==> src/include/nbf_pkg.sv <==
// Package of the NAND bus front-end host controller: opcodes, register map, timing.
// Assumes a 40 MHz system clock and one 8-bit multiplexed NAND device on the pins.
package nbf_pkg;
    // Device opcodes
    localparam logic [7:0] OPC_RESET = 8'hff;
    localparam logic [7:0] OPC_READ1 = 8'h00;
    localparam logic [7:0] OPC_READ2 = 8'h30;
    localparam logic [7:0] OPC_RND1 = 8'h05;
    localparam logic [7:0] OPC_RND2 = 8'he0;
    localparam logic [7:0] OPC_STATUS = 8'h70;
    localparam logic [7:0] OPC_PROG1 = 8'h80;
    localparam logic [7:0] OPC_PROG2 = 8'h10;
    localparam logic [7:0] OPC_ERASE1 = 8'h60;
    localparam logic [7:0] OPC_ERASE2 = 8'hd0;
    // Register byte offsets
    localparam logic [4:0] OFS_CTRL = 5'h00;
    localparam logic [4:0] OFS_OP = 5'h04;
    localparam logic [4:0] OFS_COL = 5'h08;
    localparam logic [4:0] OFS_ROW = 5'h0c;
    localparam logic [4:0] OFS_LEN = 5'h10;
    localparam logic [4:0] OFS_WDATA = 5'h14;
    localparam logic [4:0] OFS_STAT = 5'h18;
    // Field positions and reset values
    localparam int STAT_BUSY_BIT = 8;
    localparam int STAT_RB_BIT = 9;
    localparam int STAT_REFUSED_BIT = 10;
    localparam int STAT_WPEND_BIT = 11;
    localparam logic CTRL_WP_N_RST = 1'b0;
    localparam logic [11:0] LEN_RST = 12'h000;
    // Timing
    localparam int CLK_NS = 25;
    localparam int T_WB_NS = 100;
    localparam int T_RE_LOW_NS = 100;
    localparam int WB_CYC = (T_WB_NS + CLK_NS - 1) / CLK_NS;
    localparam int RE_LOW_CYC = (T_RE_LOW_NS + CLK_NS - 1) / CLK_NS;
    // Operations that software may start
    typedef enum logic [2:0] {
        OP_RESET = 3'b000,
        OP_READ = 3'b001,
        OP_RNDOUT = 3'b010,
        OP_STATUS = 3'b011,
        OP_PROG = 3'b100,
        OP_ERASE = 3'b101
    } nbf_op_t;
    // Sequencer states
    typedef enum logic [2:0] {
        ST_IDLE = 3'b000,
        ST_CMD1 = 3'b001,
        ST_ADDR = 3'b010,
        ST_WDAT = 3'b011,
        ST_CMD2 = 3'b100,
        ST_WAIT = 3'b101,
        ST_RDAT = 3'b110
    } nbf_st_t;
endpackage : nbf_pkg

==> src/design/nbf_host.sv <==
// Host controller for an 8-bit multiplexed NAND flash bus, with a register port and read stream.
// Assumes one device on the pins, ready/busy pulled up outside, tri-state resolved by the bench.
// Behaviour
// Busy device keeps chip select low
// Each read strobe fall yields one byte
// Bytes latched at write strobe rising edge
// Command latch high marks command bytes
// Address latch high marks address cycles
// Write guard low forbids program, erase
// Ready/busy low while device is working
// Ready/busy open drain, keeps its state
// IO lines driven only by writer
// Column sent in two cycles, upper zero
// Row: page bits low, block bits high
// Random data moves only within page
// Only defined opcodes are ever issued
// Reset opcode aborts and clears device
// Page read: 00h, four addresses, 30h
// After 70h reads return status byte
// Random out: 05h, two columns, E0h
// Busy device takes only reset, status
// Data out: latches low, write high
`timescale 1ns/1ps
module nbf_host #(
    parameter int LEN_W = 12
) (
    input wire logic clk_sys_in,            // System clock, 40 MHz
    input wire logic reset_in,              // Async reset, active high
    input wire logic clk_en_in,             // Freezes all state when low
    input wire logic [4:0] reg_addr_in,     // Register byte address
    input wire logic [31:0] reg_wdata_in,   // Register write data
    input wire logic reg_wr_in,             // Write strobe
    input wire logic reg_rd_in,             // Read strobe
    output logic [31:0] reg_rdata_out,      // Read data, cycle after strobe
    output logic [7:0] rd_data_out,         // Read stream byte
    output logic rd_valid_out,              // Read stream byte valid
    input wire logic rd_ready_in,           // Read stream consumer ready
    output logic cle_out,                   // Command latch qualifier
    output logic ale_out,                   // Address latch qualifier
    output logic ce_n_out,                  // Chip select, active low
    output logic we_n_out,                  // Write strobe, active low
    output logic read_strobe_n_out,         // Read strobe, active low
    output logic wp_n_out,                  // Write guard, active low
    input wire logic ready_busy_n_in,       // Device ready, low when busy
    input wire logic [7:0] io_bus_in,       // IO lines, input
    output logic [7:0] io_bus_out,          // IO lines, output
    output logic io_bus_oe_out              // IO lines, output enable
);
    typedef struct packed {
        nbf_pkg::nbf_st_t st;
        nbf_pkg::nbf_op_t op;
        logic [3:0] ph;
        logic [LEN_W-1:0] cnt;
        logic [1:0] idx;
        logic [2:0] rb_s;
        logic rb;
        logic [7:0] io_s1;
        logic [7:0] io_s2;
        logic [7:0] io_s3;
        logic wp_n;
        logic [11:0] col;
        logic [15:0] row;
        logic [LEN_W-1:0] len;
        logic [7:0] wdat;
        logic wpend;
        logic [7:0] last;
        logic refused;
        logic [7:0] b0;
        logic [7:0] b1;
        logic [1:0] bcnt;
        logic [31:0] rdata;
        logic cle;
        logic ale;
        logic ce_n;
        logic we_n;
        logic re_n;
        logic oe;
        logic [7:0] dout;
    } nbf_host_state_t;

    nbf_host_state_t q, d;

    ////////////////////////////////////////////////////////////////////////////
    // Opcode and address tables

    // First opcode of each operation
    function automatic logic [7:0] opc1(input nbf_pkg::nbf_op_t op);
        unique case (op)
            nbf_pkg::OP_READ: opc1 = nbf_pkg::OPC_READ1;
            nbf_pkg::OP_RNDOUT: opc1 = nbf_pkg::OPC_RND1;
            nbf_pkg::OP_STATUS: opc1 = nbf_pkg::OPC_STATUS;
            nbf_pkg::OP_PROG: opc1 = nbf_pkg::OPC_PROG1;
            nbf_pkg::OP_ERASE: opc1 = nbf_pkg::OPC_ERASE1;
            default: opc1 = nbf_pkg::OPC_RESET;
        endcase
    endfunction : opc1

    // Confirming opcode of two-cycle operations
    function automatic logic [7:0] opc2(input nbf_pkg::nbf_op_t op);
        unique case (op)
            nbf_pkg::OP_READ: opc2 = nbf_pkg::OPC_READ2;
            nbf_pkg::OP_RNDOUT: opc2 = nbf_pkg::OPC_RND2;
            nbf_pkg::OP_PROG: opc2 = nbf_pkg::OPC_PROG2;
            default: opc2 = nbf_pkg::OPC_ERASE2;
        endcase
    endfunction : opc2

    // Address byte per cycle index: column low, column high, row low, row high
    function automatic logic [7:0] addr_byte(input logic [1:0] i, input logic [11:0] c, input logic [15:0] r);
        unique case (i)
            2'd0: addr_byte = c[7:0];
            2'd1: addr_byte = {4'h0, c[11:8]};
            2'd2: addr_byte = r[7:0];
            default: addr_byte = r[15:8];
        endcase
    endfunction : addr_byte

    ////////////////////////////////////////////////////////////////////////////
    // Next-state logic

    logic op_wr, pop, push, op_bad;
    nbf_pkg::nbf_op_t op_new;

    always_comb begin
        d = q;
        op_wr = reg_wr_in && reg_addr_in == nbf_pkg::OFS_OP;
        op_new = nbf_pkg::nbf_op_t'(reg_wdata_in[2:0]);
        push = 1'b0;
        pop = q.bcnt != 2'd0 && rd_ready_in;
        // Three-stage pin synchronisers, change taken when stages two and three agree
        d.rb_s = {q.rb_s[1:0], ready_busy_n_in};
        if (q.rb_s[1] == q.rb_s[2]) begin
            d.rb = q.rb_s[2];
        end
        d.io_s1 = io_bus_in;
        d.io_s2 = q.io_s1;
        d.io_s3 = q.io_s2;
        // Refusal of illegal, guarded or busy-time requests
        op_bad = q.st != nbf_pkg::ST_IDLE || reg_wdata_in[2:0] > 3'd5;
        if ((op_new == nbf_pkg::OP_PROG || op_new == nbf_pkg::OP_ERASE) && !q.wp_n) begin
            op_bad = 1'b1;
        end
        if (!q.rb && op_new != nbf_pkg::OP_RESET && op_new != nbf_pkg::OP_STATUS) begin
            op_bad = 1'b1;
        end
        // Register writes
        if (reg_wr_in) begin
            unique case (reg_addr_in)
                nbf_pkg::OFS_CTRL: d.wp_n = reg_wdata_in[0];
                nbf_pkg::OFS_COL: d.col = reg_wdata_in[11:0];
                nbf_pkg::OFS_ROW: d.row = reg_wdata_in[15:0];
                nbf_pkg::OFS_LEN: d.len = reg_wdata_in[LEN_W-1:0];
                nbf_pkg::OFS_WDATA: begin
                    d.wdat = reg_wdata_in[7:0];
                    d.wpend = 1'b1;
                end
                nbf_pkg::OFS_STAT: if (reg_wdata_in[nbf_pkg::STAT_REFUSED_BIT]) d.refused = 1'b0;
                default: ;
            endcase
        end
        // Sequencer
        unique case (q.st)
            nbf_pkg::ST_IDLE: begin
                if (op_wr && !op_bad) begin
                    d.st = nbf_pkg::ST_CMD1;
                    d.op = op_new;
                    d.ph = 4'd0;
                    d.cnt = '0;
                end
            end
            nbf_pkg::ST_CMD1: begin
                d.ph = 4'd1;
                if (q.ph == 4'd1) begin
                    d.ph = 4'd0;
                    unique case (q.op)
                        nbf_pkg::OP_RESET: d.st = nbf_pkg::ST_WAIT;
                        nbf_pkg::OP_STATUS: d.st = nbf_pkg::ST_RDAT;
                        nbf_pkg::OP_ERASE: begin
                            d.st = nbf_pkg::ST_ADDR;
                            d.idx = 2'd2;
                        end
                        default: begin
                            d.st = nbf_pkg::ST_ADDR;
                            d.idx = 2'd0;
                        end
                    endcase
                end
            end
            nbf_pkg::ST_ADDR: begin
                d.ph = 4'd1;
                if (q.ph == 4'd1) begin
                    d.ph = 4'd0;
                    d.idx = q.idx + 2'd1;
                    if (q.idx == 2'd3 || (q.op == nbf_pkg::OP_RNDOUT && q.idx == 2'd1)) begin
                        d.st = (q.op == nbf_pkg::OP_PROG && q.len != '0) ? nbf_pkg::ST_WDAT : nbf_pkg::ST_CMD2;
                    end
                end
            end
            nbf_pkg::ST_WDAT: begin
                if (q.ph == 4'd0 && q.wpend) begin
                    d.ph = 4'd1;
                    d.dout = q.wdat;
                    d.wpend = reg_wr_in && reg_addr_in == nbf_pkg::OFS_WDATA;
                end else if (q.ph == 4'd1) begin
                    d.ph = 4'd0;
                    d.cnt = q.cnt + 1'b1;
                    if (q.cnt + 1'b1 == q.len) begin
                        d.st = nbf_pkg::ST_CMD2;
                    end
                end
            end
            nbf_pkg::ST_CMD2: begin
                d.ph = 4'd1;
                if (q.ph == 4'd1) begin
                    d.ph = 4'd0;
                    d.st = (q.op == nbf_pkg::OP_RNDOUT) ? nbf_pkg::ST_RDAT : nbf_pkg::ST_WAIT;
                end
            end
            nbf_pkg::ST_WAIT: begin
                if (q.ph != 4'(nbf_pkg::WB_CYC)) begin
                    d.ph = q.ph + 4'd1;
                end else if (q.rb) begin
                    d.ph = 4'd0;
                    d.cnt = '0;
                    d.st = (q.op == nbf_pkg::OP_READ) ? nbf_pkg::ST_RDAT : nbf_pkg::ST_IDLE;
                end
            end
            nbf_pkg::ST_RDAT: begin
                if (q.op != nbf_pkg::OP_STATUS && q.len == '0) begin
                    d.st = nbf_pkg::ST_IDLE;
                end else if (q.ph == 4'd0) begin
                    if (q.bcnt != 2'd2) d.ph = 4'd1;
                end else if (q.ph != 4'(nbf_pkg::RE_LOW_CYC)) begin
                    d.ph = q.ph + 4'd1;
                end else if (q.io_s2 == q.io_s3) begin
                    push = 1'b1;
                    d.last = q.io_s3;
                    d.ph = 4'd0;
                    d.cnt = q.cnt + 1'b1;
                    if (q.op == nbf_pkg::OP_STATUS || q.cnt + 1'b1 == q.len) begin
                        d.st = nbf_pkg::ST_IDLE;
                    end
                end
            end
            default: d.st = nbf_pkg::ST_IDLE;
        endcase
        // Refused flag: a new refusal wins over the clear
        if (op_wr && op_bad) d.refused = 1'b1;
        // Two-entry read buffer
        unique case ({push, pop})
            2'b10: begin
                if (q.bcnt == 2'd0) d.b0 = q.io_s3;
                else d.b1 = q.io_s3;
                d.bcnt = q.bcnt + 2'd1;
            end
            2'b01: begin
                d.b0 = q.b1;
                d.bcnt = q.bcnt - 2'd1;
            end
            2'b11: begin
                if (q.bcnt == 2'd1) d.b0 = q.io_s3;
                else begin
                    d.b0 = q.b1;
                    d.b1 = q.io_s3;
                end
            end
            default: ;
        endcase
        // Register read data
        d.rdata = 32'h0;
        if (reg_rd_in) begin
            unique case (reg_addr_in)
                nbf_pkg::OFS_CTRL: d.rdata[0] = q.wp_n;
                nbf_pkg::OFS_OP: d.rdata[2:0] = q.op;
                nbf_pkg::OFS_COL: d.rdata[11:0] = q.col;
                nbf_pkg::OFS_ROW: d.rdata[15:0] = q.row;
                nbf_pkg::OFS_LEN: d.rdata[LEN_W-1:0] = q.len;
                nbf_pkg::OFS_WDATA: d.rdata[7:0] = q.wdat;
                nbf_pkg::OFS_STAT: begin
                    d.rdata[7:0] = q.last;
                    d.rdata[nbf_pkg::STAT_BUSY_BIT] = q.st != nbf_pkg::ST_IDLE;
                    d.rdata[nbf_pkg::STAT_RB_BIT] = q.rb;
                    d.rdata[nbf_pkg::STAT_REFUSED_BIT] = q.refused;
                    d.rdata[nbf_pkg::STAT_WPEND_BIT] = q.wpend;
                end
                default: ;
            endcase
        end
        // Pin levels for the next state
        d.ce_n = d.st == nbf_pkg::ST_IDLE;
        d.cle = d.st == nbf_pkg::ST_CMD1 || d.st == nbf_pkg::ST_CMD2;
        d.ale = d.st == nbf_pkg::ST_ADDR;
        d.we_n = !((d.cle || d.ale || d.st == nbf_pkg::ST_WDAT) && d.ph == 4'd0 &&
                   (d.st != nbf_pkg::ST_WDAT || d.wpend));
        d.re_n = !(d.st == nbf_pkg::ST_RDAT && d.ph != 4'd0);
        d.oe = d.cle || d.ale || d.st == nbf_pkg::ST_WDAT;
        if (d.st == nbf_pkg::ST_CMD1) d.dout = opc1(d.op);
        else if (d.st == nbf_pkg::ST_CMD2) d.dout = opc2(d.op);
        else if (d.st == nbf_pkg::ST_ADDR) d.dout = addr_byte(d.idx, d.col, d.row);
        else if (d.st == nbf_pkg::ST_WDAT && d.ph == 4'd0) d.dout = d.wdat;
    end

    ////////////////////////////////////////////////////////////////////////////
    // State register

    always_ff @(posedge clk_sys_in or posedge reset_in) begin
        if (reset_in) begin
            q <= '0;
            q.rb_s <= 3'b111;
            q.rb <= 1'b1;
            q.wp_n <= nbf_pkg::CTRL_WP_N_RST;
            q.len <= LEN_W'(nbf_pkg::LEN_RST);
            q.ce_n <= 1'b1;
            q.we_n <= 1'b1;
            q.re_n <= 1'b1;
        end else if (clk_en_in) begin
            q <= d;
        end
    end

    // Outputs straight from flip-flops, except rd_valid_out decoded from the buffer count
    assign reg_rdata_out = q.rdata;
    assign rd_data_out = q.b0;
    assign rd_valid_out = q.bcnt != 2'd0;
    assign cle_out = q.cle;
    assign ale_out = q.ale;
    assign ce_n_out = q.ce_n;
    assign we_n_out = q.we_n;
    assign read_strobe_n_out = q.re_n;
    assign wp_n_out = q.wp_n;
    assign io_bus_out = q.dout;
    assign io_bus_oe_out = q.oe;

    ////////////////////////////////////////////////////////////////////////////
    // Assertions

    logic [LEN_W-1:0] cnt_w;
    nbf_pkg::nbf_st_t st_w;
    assign cnt_w = q.cnt;
    assign st_w = q.st;
endmodule : nbf_host

==> config.mk <==
export PLATFORM = sky130hd
export DESIGN_NAME = nbf_host
export DESIGN_NICKNAME = d
export VERILOG_FILES = /design/src/include/nbf_pkg.sv /design/src/design/nbf_host.sv
export SDC_FILE = /design/constraint.sdc
export NUM_CORES = 1
export LEC_CHECK = 0
export ABC_CLOCK_PERIOD_IN_PS = 11300
export BUFFER_PORTS_ARGS = -buffer_cell sky130_fd_sc_hd__buf_2
export CORE_UTILIZATION = 50
export DETAILED_ROUTE_END_ITERATION = 12
export PLACE_DENSITY = 0.75
export SLEW_MARGIN = 20
export SYNTH_ARGS = -nofsm -noshare
export SYNTH_HDL_FRONTEND = slang
export SYNTH_SLANG_ARGS = --single-unit
==> constraint.sdc <==
create_clock -name clk_sys_in -period 11.3 [get_ports clk_sys_in]
set_input_delay 2.26 -clock clk_sys_in [delete_from_list [all_inputs] [get_ports clk_sys_in]]
set_output_delay 2.26 -clock clk_sys_in [all_outputs]
set_load 0.03 [all_outputs]
==> flow_metrics.py <==
metrics = {
    "outcome": {
        "status": "completed",
    },
    "timing": {
        "tns_ps": 0,
        "hold_viol": 0,
        "final-setup-viol-count": 0,
        "period_needed_ps": 5010,
        "rsz0062_at_grt": "no",
        "period_share": 0.443,
        "fmax_mhz": 200,
        "worst_slew_pin_slew_ps": 931,
        "maxSlewViolCount": 0,
        "clock_skew_ps": 10.9,
        "max_slew_margin": 0.379,
    },
    "grt": {
        "grt_pass1_wl_mm": 39.9,
        "antenna_found_initial": 0,
        "grt-ovfl-total": 0,
        "grt_usage": 0.264,
        "grt_max_degree": 101,
        "grt_pass1_vias": 7215,
    },
    "final_layout": {
        "nFillCells": 1583,
        "num-nets-final": 1053,
        "n_antenna_cell": 0,
        "drive_above_1_share": 0.239,
        "area_growth_pct": 8.46,
    },
    "setup_path": {
        "cp.arrival_ps": 5330,
        "crit_path_start_kind": "primary input",
        "r2r_end": "io_bus_out[5]$_DFFE_PP0P_",
        "cp_max_fo": 13,
        "startpoint": "reg_addr_in[3]",
        "r2r_cells": 11,
        "cp-endpoint": "io_bus_out[6]$_DFFE_PP0P_",
        "reg2reg_slack_ps": 7430,
        "r2r_start": "cnt_w[0]$_DFFE_PP0P_",
        "cp_data_required_time_ps": 11620,
        "worst-setup-path-type": "primary input to flip-flop",
        "crit_path_end_kind": "flip-flop",
    },
    "yosys": {
        "synth_cell_types": 99,
        "syn_inst": 973,
        "seq_area_frac_synth": 0.417,
        "syn_area_mm2": 0.00955,
        "async_flop_share": 1.00,
        "synth-seq-cells": 159,
        "syn_area_per_cell_um2": 9.82,
        "yosysWarningCount": 0,
        "synth_edf_count": 0,
        "ys.flop_type": "dfrtp_1",
    },
    "die": {
        "io-pin-count": 108,
        "die_h_um": 140,
        "initial_core_util": 0.511,
        "die_w_um": 140,
        "dieArea_mm2": 0.0197,
        "fp.coreArea_mm2": 0.0187,
        "row_count": 50,
    },
    "power_and_ir_drop": {
        "vdd_drop_max_mv": 0.124,
        "leakagePower_uw": 0.00452,
        "power.density_mw_per_mm2": 219,
        "finalPower_uw": 2270,
    },
    "place": {
        "dp_hpwl_mm": 17.4,
        "io_buffers": 75,
        "place.gp.congestion": 0.927,
    },
    "detailed_routing": {
        "drt_iter0_drc": 731,
        "routed_wl_mm": 25.0,
        "route.detailed.drc": 0,
        "wl_per_cell_um": 20.2,
        "viasPerCell": 6.20,
        "postRouteAntennaNets": 0,
        "drt-pass1-iter-count": 6,
        "vias": 7665,
    },
    "min_path": {
        "hold_class": "flip-flop to flip-flop",
    },
    "cts": {
        "cts_max_level": 4,
        "numClockSinks": 159,
        "clk_path_buf_depth": 2,
        "root_buffer": "clkbuf_16",
        "cts_tree": "done",
        "post_cts_resized": 0,
        "postCtsSetupRepairBufs": 0,
        "cts.clk_slew.worst_paths_ps": 70,
        "cts_hold_buf": 0,
        "clock_latency_ps": 440,
        "numCtsBuffers": 17,
    },
    "run": {
        "cap_violations": 0,
    },
}
[per-layer routing]
metal  GRT usage  share of wire  vias up
li1            -              -     3518
met1       0.369           0.45     3741
met2       0.396           0.45      343
met3      0.0533          0.070       63
met4       0.121          0.034        0
met5           0              0        -
[worst min-delay path by stage]
stage                               start                    endpoint  slack [ps]  cells past startpoint
6_report       rd_data_out[2]$_DFFE_PP0P_  rd_data_out[2]$_DFFE_PP0P_         480                      2
4_1_cts                 q[64]$_DFFE_PP0P_           q[64]$_DFFE_PP0P_         480                      2
2_1_floorplan           q[64]$_DFFE_PP0P_           q[64]$_DFFE_PP0P_         440                      2
3_3_place_gp   rd_data_out[2]$_DFFE_PP0P_  rd_data_out[2]$_DFFE_PP0P_         460                      2
5_1_grt                 q[64]$_DFFE_PP0P_           q[64]$_DFFE_PP0P_         500                      2
3_5_place_dp            q[64]$_DFFE_PP0P_           q[64]$_DFFE_PP0P_         470                      2
[power by group]
part / switching [uW] / internal [uW] / total, uW
clock network: 245 / 379 / 624
logic: 520 / 317 / 836
registers: 137 / 674 / 811
total: 902 / 1370 / 2270
[sequential cells by signal, indices dropped and copies added, names as in the netlist]
name               cells
io_bus_oe_out          1
read_strobe_n_out      1
reg_rdata_out         16
ce_n_out               1
q                     87
cnt_w                 12
io_bus_out             8
cle_out                1
d                     18
st_w                   3
we_n_out               1
ale_out                1
wp_n_out               1
rd_data_out            8
[worst max-delay path, stage by stage]
cell	delay [ps]
buf_2	220
nor2_2	220
and3_1	390
o211ai_4	140
a221o_1	380
a22oi_2	200
nand4_4	210
nor3_4	520
mux2i_1	360
a211oi_2	120
o31a_1	290
[stage by stage]
stage / setup slack [ps] / utilization / cells / hold slack [ps] / area [um^2]
after floorplan: 4760 / - / 988 / 438 / 9610
after global placement: 5910 / 0.520 / 1204 / 461 / 9730
after detailed placement: 5910 / 0.520 / 1204 / 465 / 9730
after CTS: 6360 / 0.554 / 1236 / 481 / 10400
after global routing: 6170 / 0.554 / 1236 / 496 / 10400
final: 6290 / 0.554 / 1236 / 476 / 10400
[logic make-up (layout without fill, tap and decap cells)]
family	count (synthesis)	count (layout)	share of synthesized area
and+or+nand+nor	272	272	0.157
AOI/OAI and AO/OA	257	257	0.185
DFF	159	159	0.417
buffers and inverters	142	156	0.0792
muxes	102	102	0.118
xor gates and xnor gates	28	28	0.0271
adders and majority gates	12	12	0.0157
other	1	16	0.000392
[cell type report]
cell class	count	area [um^2]	share of cell area
Multi-Input combinational cell	687	4870	0.470
Sequential cell	159	3990	0.385
Clock buffer	21	450	0.0435
Timing Repair Buffer	80	415	0.0401
Tap cell	234	293	0.0283
Clock inverter	11	180	0.0174
Inverter	44	170	0.0164
[cells in the final DEF (no fill, tap or decap), types with 9 or more instances in the layout]
cell / n
nor2_1: 35
inv_1: 43
and3_1: 11
dfrtp_1: 152
xor2_1: 9
ha_1: 12
mux2_2: 84
buf_2: 74
nand4_1: 11
a221oi_1: 11
nand2b_1: 10
o22ai_1: 23
mux2i_1: 17
nand2_1: 102
a22oi_1: 10
xnor2_1: 18
a21oi_1: 46
clkbuf_16: 17
conb_1: 16
o21ai_0: 65
o21ai_1: 12
nand3_1: 17
nor3_1: 16
[synth_stat cells (5+ instances only)]
cell      number  area, um^2
a21oi_1       46         230
a221oi_1      11        96.3
a22oi_1       10        75.1
and2_1         8        50.1
and3_1        11        68.8
buf_2         11        55.1
buf_4         54         405
clkbuf_1      28         105
dfrtp_1      152        3800
dfstp_2        7         184
ha_1          12         150
inv_1         44         165
mux2_2        84         946
mux2i_1       17         170
nand2_1      102         383
nand2b_1      10        62.6
nand3_1       17        85.1
nand4_1       11        68.8
nor2_1        35         131
nor2b_1        6        37.5
nor3_1        16        80.1
nor3b_1        6        45.0
o211ai_1       5        37.5
o21ai_0       65         325
o21ai_1       12        60.1
o221ai_1       7        61.3
o22ai_1       23         144
o311ai_0       5        43.8
o31ai_1        5        37.5
or3_1          5        31.3
xnor2_1       18         158
xor2_1         9        78.8
Power figures use the tool's default switching activity.
